<file path="src/shared/rstg_pkg.sv">
package rstg_pkg;
	localparam logic [7:0] ADDR_FIRST_TIMING = 8'h00;
	localparam logic [7:0] ADDR_SECOND_TIMING = 8'h04;
	localparam logic [7:0] ADDR_END_COUNTS = 8'h08;
	localparam logic [7:0] ADDR_CONTROL = 8'h0c;
	localparam logic [7:0] ADDR_STATUS = 8'h10;
	localparam logic [31:0] RST_TIMING = 32'hffffffff;
	localparam logic [31:0] RST_END_COUNTS = 32'h6a686f67;
	localparam logic [7:0] QUIET_POINT = 8'hff;
	localparam int CTL_REQ_LE_BIT = 0;
	localparam int CTL_RELEASE_BIT = 1;
	localparam int CTL_WARMDOWN_BIT = 2;

	// Field layout of a timing register and of the end-count register.
	typedef struct packed {
		logic [7:0] rx_deassert;
		logic [7:0] rx_assert;
		logic [7:0] tx_deassert;
		logic [7:0] tx_assert;
	} rstg_timing_t;

	typedef struct packed {
		logic [7:0] rx_warmdown_end_count;
		logic [7:0] rx_warmup_end_count;
		logic [7:0] tx_warmdown_end_count;
		logic [7:0] tx_warmup_end_count;
	} rstg_end_counts_t;

	typedef enum logic [1:0] {
		PROTO_MESH,
		PROTO_HANDOVER,
		PROTO_LE
	} rstg_proto_t;

	typedef enum logic [2:0] {
		SEQ_IDLE,
		SEQ_WARMUP,
		SEQ_ON,
		SEQ_WARMDOWN,
		SEQ_HALT
	} rstg_seq_t;
endpackage

</file>
<file path="src/core/rstg_top.sv">
// Implementation choices: the placing of the registers and strobed register access.
`timescale 1ns/10ps
module rstg_top import rstg_pkg::*; (
	input wire logic I_REF_CLK,
	input wire logic I_NRST,
	input wire logic [7:0] I_ADDR,
	input wire logic [31:0] I_WDATA,
	input wire logic I_WR,
	input wire logic I_RD,
	output logic [31:0] O_RDATA,
	output logic O_FIRST_TRIGGER,
	output logic O_SECOND_TRIGGER
);
	rstg_timing_t first_output_timing_reg_ff;
	rstg_timing_t second_output_timing_reg_ff;
	rstg_end_counts_t sequence_end_counts_ff;
	logic req_le_ff;
	logic release_ff;
	logic warmdown_ff;
	rstg_seq_t seq_ff;
	rstg_seq_t nxt_seq;
	rstg_proto_t proto_ff;
	logic seq_is_tx_ff;
	logic [7:0] count_ff;
	logic [7:0] nxt_count;
	logic [1:0] le_phase_ff;
	logic [31:0] nxt_rdata;

	function automatic logic [7:0] wu_end(input rstg_end_counts_t e, input logic tx);
		wu_end = tx ? e.tx_warmup_end_count : e.rx_warmup_end_count;
	endfunction

	function automatic logic [7:0] wd_end(input rstg_end_counts_t e, input logic tx);
		wd_end = tx ? e.tx_warmdown_end_count : e.rx_warmdown_end_count;
	endfunction

	// Next trigger level from the compare points of the running sequence type.
	function automatic logic trig_next(input rstg_timing_t t, input logic tx,
			input logic [7:0] cnt, input logic cur);
		logic [7:0] hi;
		logic [7:0] lo;
		hi = tx ? t.tx_assert : t.rx_assert;
		lo = tx ? t.tx_deassert : t.rx_deassert;
		if (hi == QUIET_POINT && lo == QUIET_POINT) begin
			trig_next = cur;
		end else if (cnt == lo) begin
			trig_next = 1'b0;
		end else if (cnt == hi) begin
			trig_next = 1'b1;
		end else begin
			trig_next = cur;
		end
	endfunction

	always_ff @(posedge I_REF_CLK or negedge I_NRST) begin
		if (!I_NRST) begin
			first_output_timing_reg_ff <= RST_TIMING;
			second_output_timing_reg_ff <= RST_TIMING;
			sequence_end_counts_ff <= RST_END_COUNTS;
		end else if (I_WR) begin
			if (I_ADDR == ADDR_FIRST_TIMING) begin
				first_output_timing_reg_ff <= I_WDATA;
			end
			if (I_ADDR == ADDR_SECOND_TIMING) begin
				second_output_timing_reg_ff <= I_WDATA;
			end
			if (I_ADDR == ADDR_END_COUNTS) begin
				sequence_end_counts_ff <= I_WDATA;
			end
		end
	end

	// Control bits are one-shot requests; they self-clear after one cycle.
	always_ff @(posedge I_REF_CLK or negedge I_NRST) begin
		if (!I_NRST) begin
			req_le_ff <= 1'b0;
			release_ff <= 1'b0;
			warmdown_ff <= 1'b0;
		end else begin
			req_le_ff <= I_WR && I_ADDR == ADDR_CONTROL && I_WDATA[CTL_REQ_LE_BIT];
			release_ff <= I_WR && I_ADDR == ADDR_CONTROL && I_WDATA[CTL_RELEASE_BIT];
			warmdown_ff <= I_WR && I_ADDR == ADDR_CONTROL && I_WDATA[CTL_WARMDOWN_BIT];
		end
	end

	always_comb begin
		nxt_seq = seq_ff;
		nxt_count = count_ff;
		case (seq_ff)
			SEQ_IDLE: begin
				nxt_count = 8'h00;
				if (proto_ff != PROTO_HANDOVER) begin
					nxt_seq = SEQ_WARMUP;
				end
			end
			SEQ_WARMUP: begin
				if (count_ff >= wu_end(sequence_end_counts_ff, seq_is_tx_ff)) begin
					nxt_seq = SEQ_ON;
				end else begin
					nxt_count = 8'(count_ff + 8'h01);
				end
			end
			SEQ_ON: begin
				nxt_count = count_ff;
				if ((proto_ff == PROTO_MESH && req_le_ff) || warmdown_ff ||
						(proto_ff == PROTO_LE && release_ff)) begin
					nxt_seq = SEQ_WARMDOWN;
				end
			end
			SEQ_WARMDOWN: begin
				// Counting on from the held count gives a warm-down of wd_end - wu_end + 1 ticks.
				if (count_ff >= wd_end(sequence_end_counts_ff, seq_is_tx_ff)) begin
					nxt_seq = SEQ_HALT;
				end else begin
					nxt_count = 8'(count_ff + 8'h01);
				end
			end
			SEQ_HALT: begin
				nxt_seq = SEQ_IDLE;
				nxt_count = 8'h00;
			end
			default: begin
				nxt_seq = SEQ_IDLE;
				nxt_count = 8'h00;
			end
		endcase
	end

	always_ff @(posedge I_REF_CLK or negedge I_NRST) begin
		if (!I_NRST) begin
			seq_ff <= SEQ_IDLE;
			count_ff <= 8'h00;
		end else begin
			seq_ff <= nxt_seq;
			count_ff <= nxt_count;
		end
	end

	// Protocol owner and sequence type; the mesh side always receives.
	always_ff @(posedge I_REF_CLK or negedge I_NRST) begin
		if (!I_NRST) begin
			proto_ff <= PROTO_MESH;
			seq_is_tx_ff <= 1'b0;
			le_phase_ff <= 2'd0;
		end else if (seq_ff == SEQ_HALT) begin
			case (proto_ff)
				PROTO_MESH: begin
					if (le_phase_ff == 2'd1) begin
						proto_ff <= PROTO_HANDOVER;
					end else begin
						seq_is_tx_ff <= 1'b0;
					end
				end
				PROTO_LE: begin
					if (le_phase_ff == 2'd3) begin
						proto_ff <= PROTO_MESH;
						seq_is_tx_ff <= 1'b0;
						le_phase_ff <= 2'd0;
					end else begin
						seq_is_tx_ff <= 1'b1;
						le_phase_ff <= 2'd3;
					end
				end
				default: begin
					proto_ff <= PROTO_MESH;
				end
			endcase
		end else if (seq_ff == SEQ_ON && proto_ff == PROTO_MESH && req_le_ff) begin
			le_phase_ff <= 2'd1;
		end else if (seq_ff == SEQ_ON && proto_ff == PROTO_LE && release_ff) begin
			le_phase_ff <= 2'd3;
		end else if (proto_ff == PROTO_HANDOVER) begin
			proto_ff <= PROTO_LE;
			seq_is_tx_ff <= 1'b0;
			le_phase_ff <= 2'd2;
		end
	end

	always_ff @(posedge I_REF_CLK or negedge I_NRST) begin
		if (!I_NRST) begin
			O_FIRST_TRIGGER <= 1'b0;
			O_SECOND_TRIGGER <= 1'b0;
		end else if (seq_ff == SEQ_IDLE || seq_ff == SEQ_HALT) begin
			O_FIRST_TRIGGER <= 1'b0;
			O_SECOND_TRIGGER <= 1'b0;
		end else begin
			O_FIRST_TRIGGER <= trig_next(first_output_timing_reg_ff, seq_is_tx_ff,
				count_ff, O_FIRST_TRIGGER);
			O_SECOND_TRIGGER <= trig_next(second_output_timing_reg_ff, seq_is_tx_ff,
				count_ff, O_SECOND_TRIGGER);
		end
	end

	always_comb begin
		case (I_ADDR)
			ADDR_FIRST_TIMING: nxt_rdata = first_output_timing_reg_ff;
			ADDR_SECOND_TIMING: nxt_rdata = second_output_timing_reg_ff;
			ADDR_END_COUNTS: nxt_rdata = sequence_end_counts_ff;
			ADDR_STATUS: nxt_rdata = {16'h0000, count_ff, le_phase_ff, seq_is_tx_ff,
				proto_ff, seq_ff};
			default: nxt_rdata = 32'h00000000;
		endcase
	end

	always_ff @(posedge I_REF_CLK or negedge I_NRST) begin
		if (!I_NRST) begin
			O_RDATA <= 32'h00000000;
		end else if (I_RD) begin
			O_RDATA <= nxt_rdata;
		end else begin
			O_RDATA <= 32'h00000000;
		end
	end
endmodule

</file>
<file path="config.mk">
export PLATFORM = sky130hd
export DESIGN_NAME = rstg_top
export DESIGN_NICKNAME = d
export VERILOG_FILES = /design/src/shared/rstg_pkg.sv /design/src/core/rstg_top.sv
export SDC_FILE = /design/constraint.sdc
export NUM_CORES = 1
export LEC_CHECK = 0
export BUFFER_PORTS_ARGS = -buffer_cell sky130_fd_sc_hd__buf_2
export CAP_MARGIN = 20
export CORE_MARGIN = 2
export CORE_UTILIZATION = 50
export CTS_CLUSTER_SIZE = 8
export DETAILED_ROUTE_END_ITERATION = 8
export HOLD_SLACK_MARGIN = 0.02
export PLACE_DENSITY = 0.72
export SETUP_SLACK_MARGIN = 0.05
export SKIP_CTS_REPAIR_TIMING = 1
export SLEW_MARGIN = 20
export SYNTH_ARGS = -nofsm -noshare
export SYNTH_HDL_FRONTEND = slang
export SYNTH_SLANG_ARGS = --single-unit
</file>
<file path="constraint.sdc">
create_clock -name I_REF_CLK -period 2.9 [get_ports I_REF_CLK]
set_input_delay 0.435 -clock I_REF_CLK [delete_from_list [all_inputs] [get_ports I_REF_CLK]]
set_output_delay 0.435 -clock I_REF_CLK [all_outputs]
set_load 0.05 [all_outputs]
</file>
==> results of run 1 <==
metal layers:
metal	track usage (%)	vias up
met3	7.68	45
met1	35.9	2956
met4	8.60	0
met2	42.5	312
met5	0	-
li1	-	2557
stage by stage:
step	setup slack, ps	hold slack [ps]	cells	util [%]
finish	238	237	914	59.1
detailed placement	182	400	880	55.0
floorplan	56.2	139	637	-
global placement	312	395	880	55.0
global route	113	233	914	59.1
CTS	195	-63.9	912	58.9
placed cells by master, fill, tap and decap left out, types with 3 or more instances in the layout:
master and count:
buf_2 76, clkinvlp_4 3, mux2i_1 44, o21ai_0 13, inv_6 4, nor3_1 4, nor4_1 7, a22oi_1 32
nand3_1 9, and3_1 5, nor2_1 29, xor2_1 4, dfstp_2 82, mux2_1 80, and2_1 3, xnor2_1 28
clkbuf_16 17, ha_1 17, a222oi_1 16, a31oi_1 6, buf_4 16, o211ai_1 6, nor2b_1 6, nand2_1 16
clkinv_4 3, nand4_1 11, buf_12 3, a211oi_1 3, a21oi_1 33, dfrtp_1 66, a2bb2oi_1 4, mux2_2 19
inv_1 9
kinds of logic (layout without fill, tap and decap cells):
family,after synthesis,after routing,share of synthesized area [%]
flip-flops,149,149,49.6
multiplexers,143,143,20.1
AO/OA/AOI/OAI,138,138,12.8
AND/OR/NAND/NOR,107,107,8.02
buffers and inverters,50,139,2.84
XOR/XNOR,32,32,3.63
adder cells (fa/ha/maj),18,18,2.89
where the power goes:
group          internal (W)  leakage, nW  switching (W)
Sequential          0.00224         1.77       0.000171
Combinational      0.000328         1.72       0.000484
Clock               0.00128        0.275       0.000905
state kept, by name, summed over array words and instances (netlist names):
| name | cells |
|---|---|
| O_FIRST_TRIGGER | 1 |
| O_RDATA | 32 |
| O_SECOND_TRIGGER | 1 |
| count_ff | 8 |
| first_output_timing_reg_ff | 32 |
| le_phase_ff | 2 |
| proto_ff | 2 |
| release_ff | 1 |
| req_le_ff | 1 |
| second_output_timing_reg_ff | 32 |
| seq_ff | 3 |
| seq_is_tx_ff | 1 |
| sequence_end_counts_ff | 32 |
| warmdown_ff | 1 |
final cells by class:
cell class,instances,area [sq um]
Tap cell,188,235
Fill cell,1167,6200
Multi-Input combinational cell,438,3670
Clock inverter,13,149
Sequential cell,149,3830
Inverter,10,37.5
Timing Repair Buffer,97,582
Clock buffer,19,433
how the worst max path moves through the flow:
stage	depth (start not counted)	end	slack [ps]	from
floorplan	12	count_ff[0]	60	seq_is_tx_ff
global placement	8	count_ff[0]	310	seq_is_tx_ff
finish	9	count_ff[6]	240	seq_is_tx_ff
global route	9	count_ff[7]	110	seq_is_tx_ff
detailed placement	9	count_ff[6]	180	seq_is_tx_ff
CTS	9	count_ff[6]	200	seq_is_tx_ff
worst max-delay path, stage by stage (launching register included):
cell	delay [ps]
dfrtp_2	450
buf_12	140
mux2i_1	180
ha_1	260
nor2b_1	140
o211a_1	210
o311a_1	360
nor3_2	390
o21ai_1	160
o31ai_1	270
==> results.txt, run 1 <==
Outcome: finished, final reports clean
Critical path arrival: 3000 ps
Warnings, synthesis: 0
Setup TNS: 0 ps
Pleak: 3.76 nW
Die X: 128 um
Total gr overflow: 0
EDFF count, synth: 0
Initial antenna violation count: 0
Synth unique cells: 63
Reg2Reg Depth: 9
DR WL met3: 1.85 mm
Crit end category: flop
Synth Area per Inst: 12.1 sq um
Nature of the critical path startpoint: flop
Antenna fix cells: 0
Via density: 6.42
Vias in the first global route: 5,973
TritonRoute pass-1 iters: 6
Synth cell count leaders: dfstp_2 (82), mux2_1 (80), dfrtp_1 (67)
Drt drc: 0
Slew Limit Fails: 0
Yosys reg bits: 149
Most common cell in the netlist: dfstp_2
Most area-hungry cell type in the Yosys netlist: dfstp_2
Die footprint: 0.0164 sq mm
Worst slew pin tran: 554 ps
Ys flop type: dfstp_2
Ys async rst share: 100%
Initial DRC count: 588
Power consumption: 0.00540 W
Min-delay src: I_WDATA[29]
Deepest clock path buffer count: 2
Clock Sinks: 149
H-tree depth: 4
First-pass GRT wire length: 33.3 mm
Hold crit path type: in -> reg
Worst Path Required: 3240 ps
Area growth syn-to-layout: 15.9%
Kind of critical path: reg -> reg
Layout Nets: 774
Period utilisation layout: 91.8%
Synth Cell Area: 0.00772 sq mm
Worst skew pair latency: 430 ps
DR top layer: met4
Starting Density: 51.0%
CTS tree: done
Via count: 5,870
Clock skew: 7.55 ps
Worst relative slew slack: 62.8%
Share of cells above drive strength 1: 33.1%
Post-Synthesis Cells: 637
Post-synth top area share: 27.9%
Origin of the critical flop-to-flop path: seq_is_tx_ff
Hold endpoint: sequence_end_counts_ff[29]
Maximum fanout along the worst path: 7
Top post-synthesis cells by area: dfstp_2 (28%), dfrtp_1 (22%), mux2_1 (12%)
RD Place Congestion: 0.889
Max Fclk: 0.376 GHz
Met2 wire len: 9.97 mm
Root cell of the clock tree: clkbuf_16
Final Instance Area: 0.00894 sq mm
Post-route ant nets: 0
HPWL after DPL: 14.6 mm
Net Count, Synth: 698
Minimum clock period after layout: 2660 ps
PwrDens: 604 mW/mm^2
Met1 wire length: 8.76 mm
Core region area: 0.0151 sq mm
Largest net degree at the start of global routing: 76
Num ports: 78
Min-Delay Path Depth: 2
Overall Global Routing Usage: 26.9%
Cell area after placement: 0.00833 sq mm
Peak supply drop: 0.470 mV
Die Ht: 128 um
Routed len/inst: 23.0 um
Reg-to-Reg End: count_ff[6]
Sequential fraction of the synthesis area: 49.6%
FF-to-FF setup slack: 240 ps
Final hold vios: 0
RSZ-0062 raised after global routing: false
Input/output buffers: 77
Routed WL: 21.0 mm
Final setup viols: 0
Max-cap check violation count: 0
TritonCTS Buffers: 17
Rows: 45
Clock transition at path regs: 60 ps
No activity file was read; power rests on OpenSTA's default activity.
==> inputs of run 2 (changes only) <==
Settings changed: ABC_AREA from default to 1.
==> run 2 against run 1 <==
The run now ends with negative hold slack left. Register-to-register slack improved by 170 ps. Clock skew rose by 9.4 ps. Flip-flop and latch count did not move. Global-route usage rose by 3.1 points. Maximum frequency rose by 6.7%. Synthesized cell count rose by 83%. Clock power rose by 6%. Wire length rose by 26%. Critical path type unchanged. Combinational power rose to 2.7 times the previous value. Sequential power barely moved. Core utilization fell by 1.9 points. Largest cell class is now multi-input gates.
==> results.txt, run 2 <==
CP Cell Sequence: buf_4 -> nand2_1 -> o21ai_0 -> ha_1 -> inv_1 -> nor2_1 -> o21bai_1 -> nand2_1 -> nand2_1 -> nand2_1 -> nand2_2 -> nand3_2 -> nand2_1 -> nand2_1
TritonCTS Buffers: 17 (unchanged)
Filler Cell Count: 1,666 (+43%)
H-tree depth: 4 (unchanged)
Clock share of power: 33.1% (-7.3 points)
Most common cell in the netlist: nand2_1
NetSw: 0.00263 W (+69%)
Pleak: 4.60 nW (+22%)
Clock skew: 17.0 ps (+9.44 ps)
CTS tree: done
RSZ-0062 raised after global routing: false
Clock Sinks: 149 (unchanged)
Via density: 5.41 (-16%)
Deepest clock path buffer count: 2 (unchanged)
Worst slew pin tran: 649 ps (+95.0 ps)
Max Fclk: 0.401 GHz (+6.7%)
Setup TNS: 0 ps (unchanged)
Ys flop type: dfstp_2
Net Count, Synth: 1,229 (+76%)
Worst Path Required: 3220 ps (-20 ps)
CP dominant cell by count: nand2_1
Worst path max stage delay: 600 ps (+150 ps)
Final setup viols: 0 (unchanged)
Most frequent cells in the layout: nand2_1 (399), inv_1 (144), nor2_1 (109), dfstp_2 (82), o21ai_0 (77)
Comb power frac: 31.7% (+17 points)
Routed WL: 26.4 mm (+26%)
Slowest cell on crit path: dfrtp_2
Top post-synthesis cells by area: dfstp_2 (25%), dfrtp_1 (19%), nand2_1 (17%)
Rows: 48 (+6.7%)
Via count: 7,943 (+35%)
Minimum clock period after layout: 2490 ps (-167 ps)
Core region area: 0.0172 sq mm (+13%)
Commonest non-fill, non-tap cell in the layout: nand2_1
Slew Limit Fails: 0 (unchanged)
Die X: 136 um (+6.2%)
Crit end category: flop
Final Instance Area: 0.00982 sq mm (+9.8%)
Reg-to-Reg End: count_ff[3]
Cell Int Power: 0.00430 W (+12%)
Worst hold slack: -19.3 ps (-256 ps)
Kind of critical path: reg -> reg
CP Buf/Inv Count: 2 (+1)
Drt drc: 0 (unchanged)
Num ports: 78 (unchanged)
Total gr overflow: 0 (unchanged)
HPWL after DPL: 19.8 mm (+36%)
RD Place Congestion: 1.03 (+16%)
Sw Share: 38.0% (+9.1 points)
CP top delay family: simple AND/OR/NAND/NOR gates
Share of cells above drive strength 1: 22.2% (-11 points)
Sequential fraction of the synthesis area: 43.9% (-5.8 points)
Synth cell count leaders: nand2_1 (399), inv_1 (144), nor2_1 (109)
Vias in the first global route: 7,398 (+24%)
Layout Nets: 1,290 (+67%)
Violated checks: negative hold slack
Synth unique cells: 37 (-41%)
Antenna fix cells: 0 (unchanged)
Period utilisation layout: 86.0% (-5.8 points)
Hold crit path type: in -> async
Overall Global Routing Usage: 30.0% (+3.1 points)
Post-Synthesis Cells: 1,168 (+83%)
Initial DRC count: 918 (+56%)
Yosys reg bits: 149 (unchanged)
Die footprint: 0.0185 sq mm (+13%)
Outcome: finished, violations left
EDFF count, synth: 0 (unchanged)
Root cell of the clock tree: clkbuf_16
Die Ht: 136 um (+6.2%)
Starting Density: 50.8% (-0.12 points)
Origin of the critical flop-to-flop path: seq_is_tx_ff
Peak supply drop: 0.499 mV (+6.2%)
Clock transition at path regs: 60 ps (about the same)
Cell area after placement: 0.00921 sq mm (+11%)
Max-cap check violation count: 0 (unchanged)
PwrDens: 706 mW/mm^2 (+17%)
Final hold vios: 11 (+11)
Reg2Reg Depth: 14 (+5)
Synth Area per Inst: 7.48 sq um (-38%)
Post-route ant nets: 0 (unchanged)
Maximum fanout along the worst path: 23 (+16)
Area growth syn-to-layout: 12.5%
Initial antenna violation count: 0 (unchanged)
Synth Cell Area: 0.00873 sq mm (+13%)
Critical path arrival: 2810 ps (-190 ps)
Worst relative slew slack: 56.7% (-6.0 points)
Largest net degree at the start of global routing: 67 (-12%)
Routed len/inst: 18.0 um (-22%)
Power share of the sequential group: 35.2% (-9.4 points)
Nature of the critical path startpoint: flop
FF-to-FF setup slack: 410 ps (+170 ps)
Warnings, synthesis: 0 (unchanged)
Post-synth top area share: 24.7% (-3.2 points)
TritonRoute pass-1 iters: 7 (+1)
Worst skew pair latency: 440 ps (about the same)
Input/output buffers: 77 (unchanged)
Most area-hungry cell type in the Yosys netlist: dfstp_2
First-pass GRT wire length: 41.3 mm (+24%)
Ys async rst share: 100% (unchanged)
-- run 2: how the worst max path moves through the flow --
| stage | endpoint | start | depth (start not counted) | slack (ps) |
|---|---|---|---|---|
| 6_report | count_ff[3] | seq_is_tx_ff | 14 | 410 |
| 5_1_grt | count_ff[0] | seq_is_tx_ff | 14 | 220 |
| 2_1_floorplan | count_ff[1] | seq_is_tx_ff | 14 | 600 |
| 4_1_cts | count_ff[0] | seq_is_tx_ff | 14 | 460 |
| 3_3_place_gp | count_ff[3] | seq_is_tx_ff | 14 | 580 |
| 3_5_place_dp | count_ff[3] | seq_is_tx_ff | 14 | 470 |
-- run 2: layout make-up --
cell class	instances	area (sq um)	area share, %
Multi-Input combinational cell	820	3970	40.4
Sequential cell	149	3830	39.0
Inverter	148	563	5.73
Timing Repair Buffer	93	562	5.72
Clock buffer	20	468	4.77
Tap cell	225	282	2.87
Clock inverter	12	143	1.45
-- run 2: power by group through the flow --
stage	Combinational [W]	Sequential, W	Clock [W]
2_1_floorplan	0.00161	0.00241	0
3_3_place_gp	0.00213	0.00246	0
3_5_place_dp	0.00216	0.00246	0
4_1_cts	0.00216	0.00243	0.00232
5_1_grt	0.00247	0.00246	0.00241
6_report	0.00220	0.00244	0.00230
-- run 2: metrics by stage --
| stage | worst slack (ps) | cells | utilization [%] | total power, W |
|---|---|---|---|---|
| after floorplan | 603 | 1168 | - | 0.00402 |
| after detailed placement | 471 | 1435 | 53.6 | 0.00462 |
| after global placement | 579 | 1435 | 53.6 | 0.00459 |
| after CTS | 461 | 1467 | 57.2 | 0.00691 |
| final | 405 | 1467 | 57.2 | 0.00693 |
| after global routing | 221 | 1467 | 57.2 | 0.00734 |
-- run 2: kinds of logic (layout without fill, tap and decap cells) --
group	count (synthesis)	in the layout	synth area share, %
xor+xnor	1	1	0.100
buf+inv	199	273	10.7
compound gates	213	213	15.2
simple gates	589	589	27.7
fa+ha+maj	17	17	2.44
flops	149	149	43.9
-- run 2: layer usage --
layer | track usage (%) | vias to the layer above | part of all wire (%)
met3 | 7.49 | 53 | 9.7
met1 | 43.7 | 3665 | 45
li1 | - | 3834 | -
met5 | 0 | - | 0
met4 | 11.5 | 0 | 3.3
met2 | 42.6 | 391 | 42
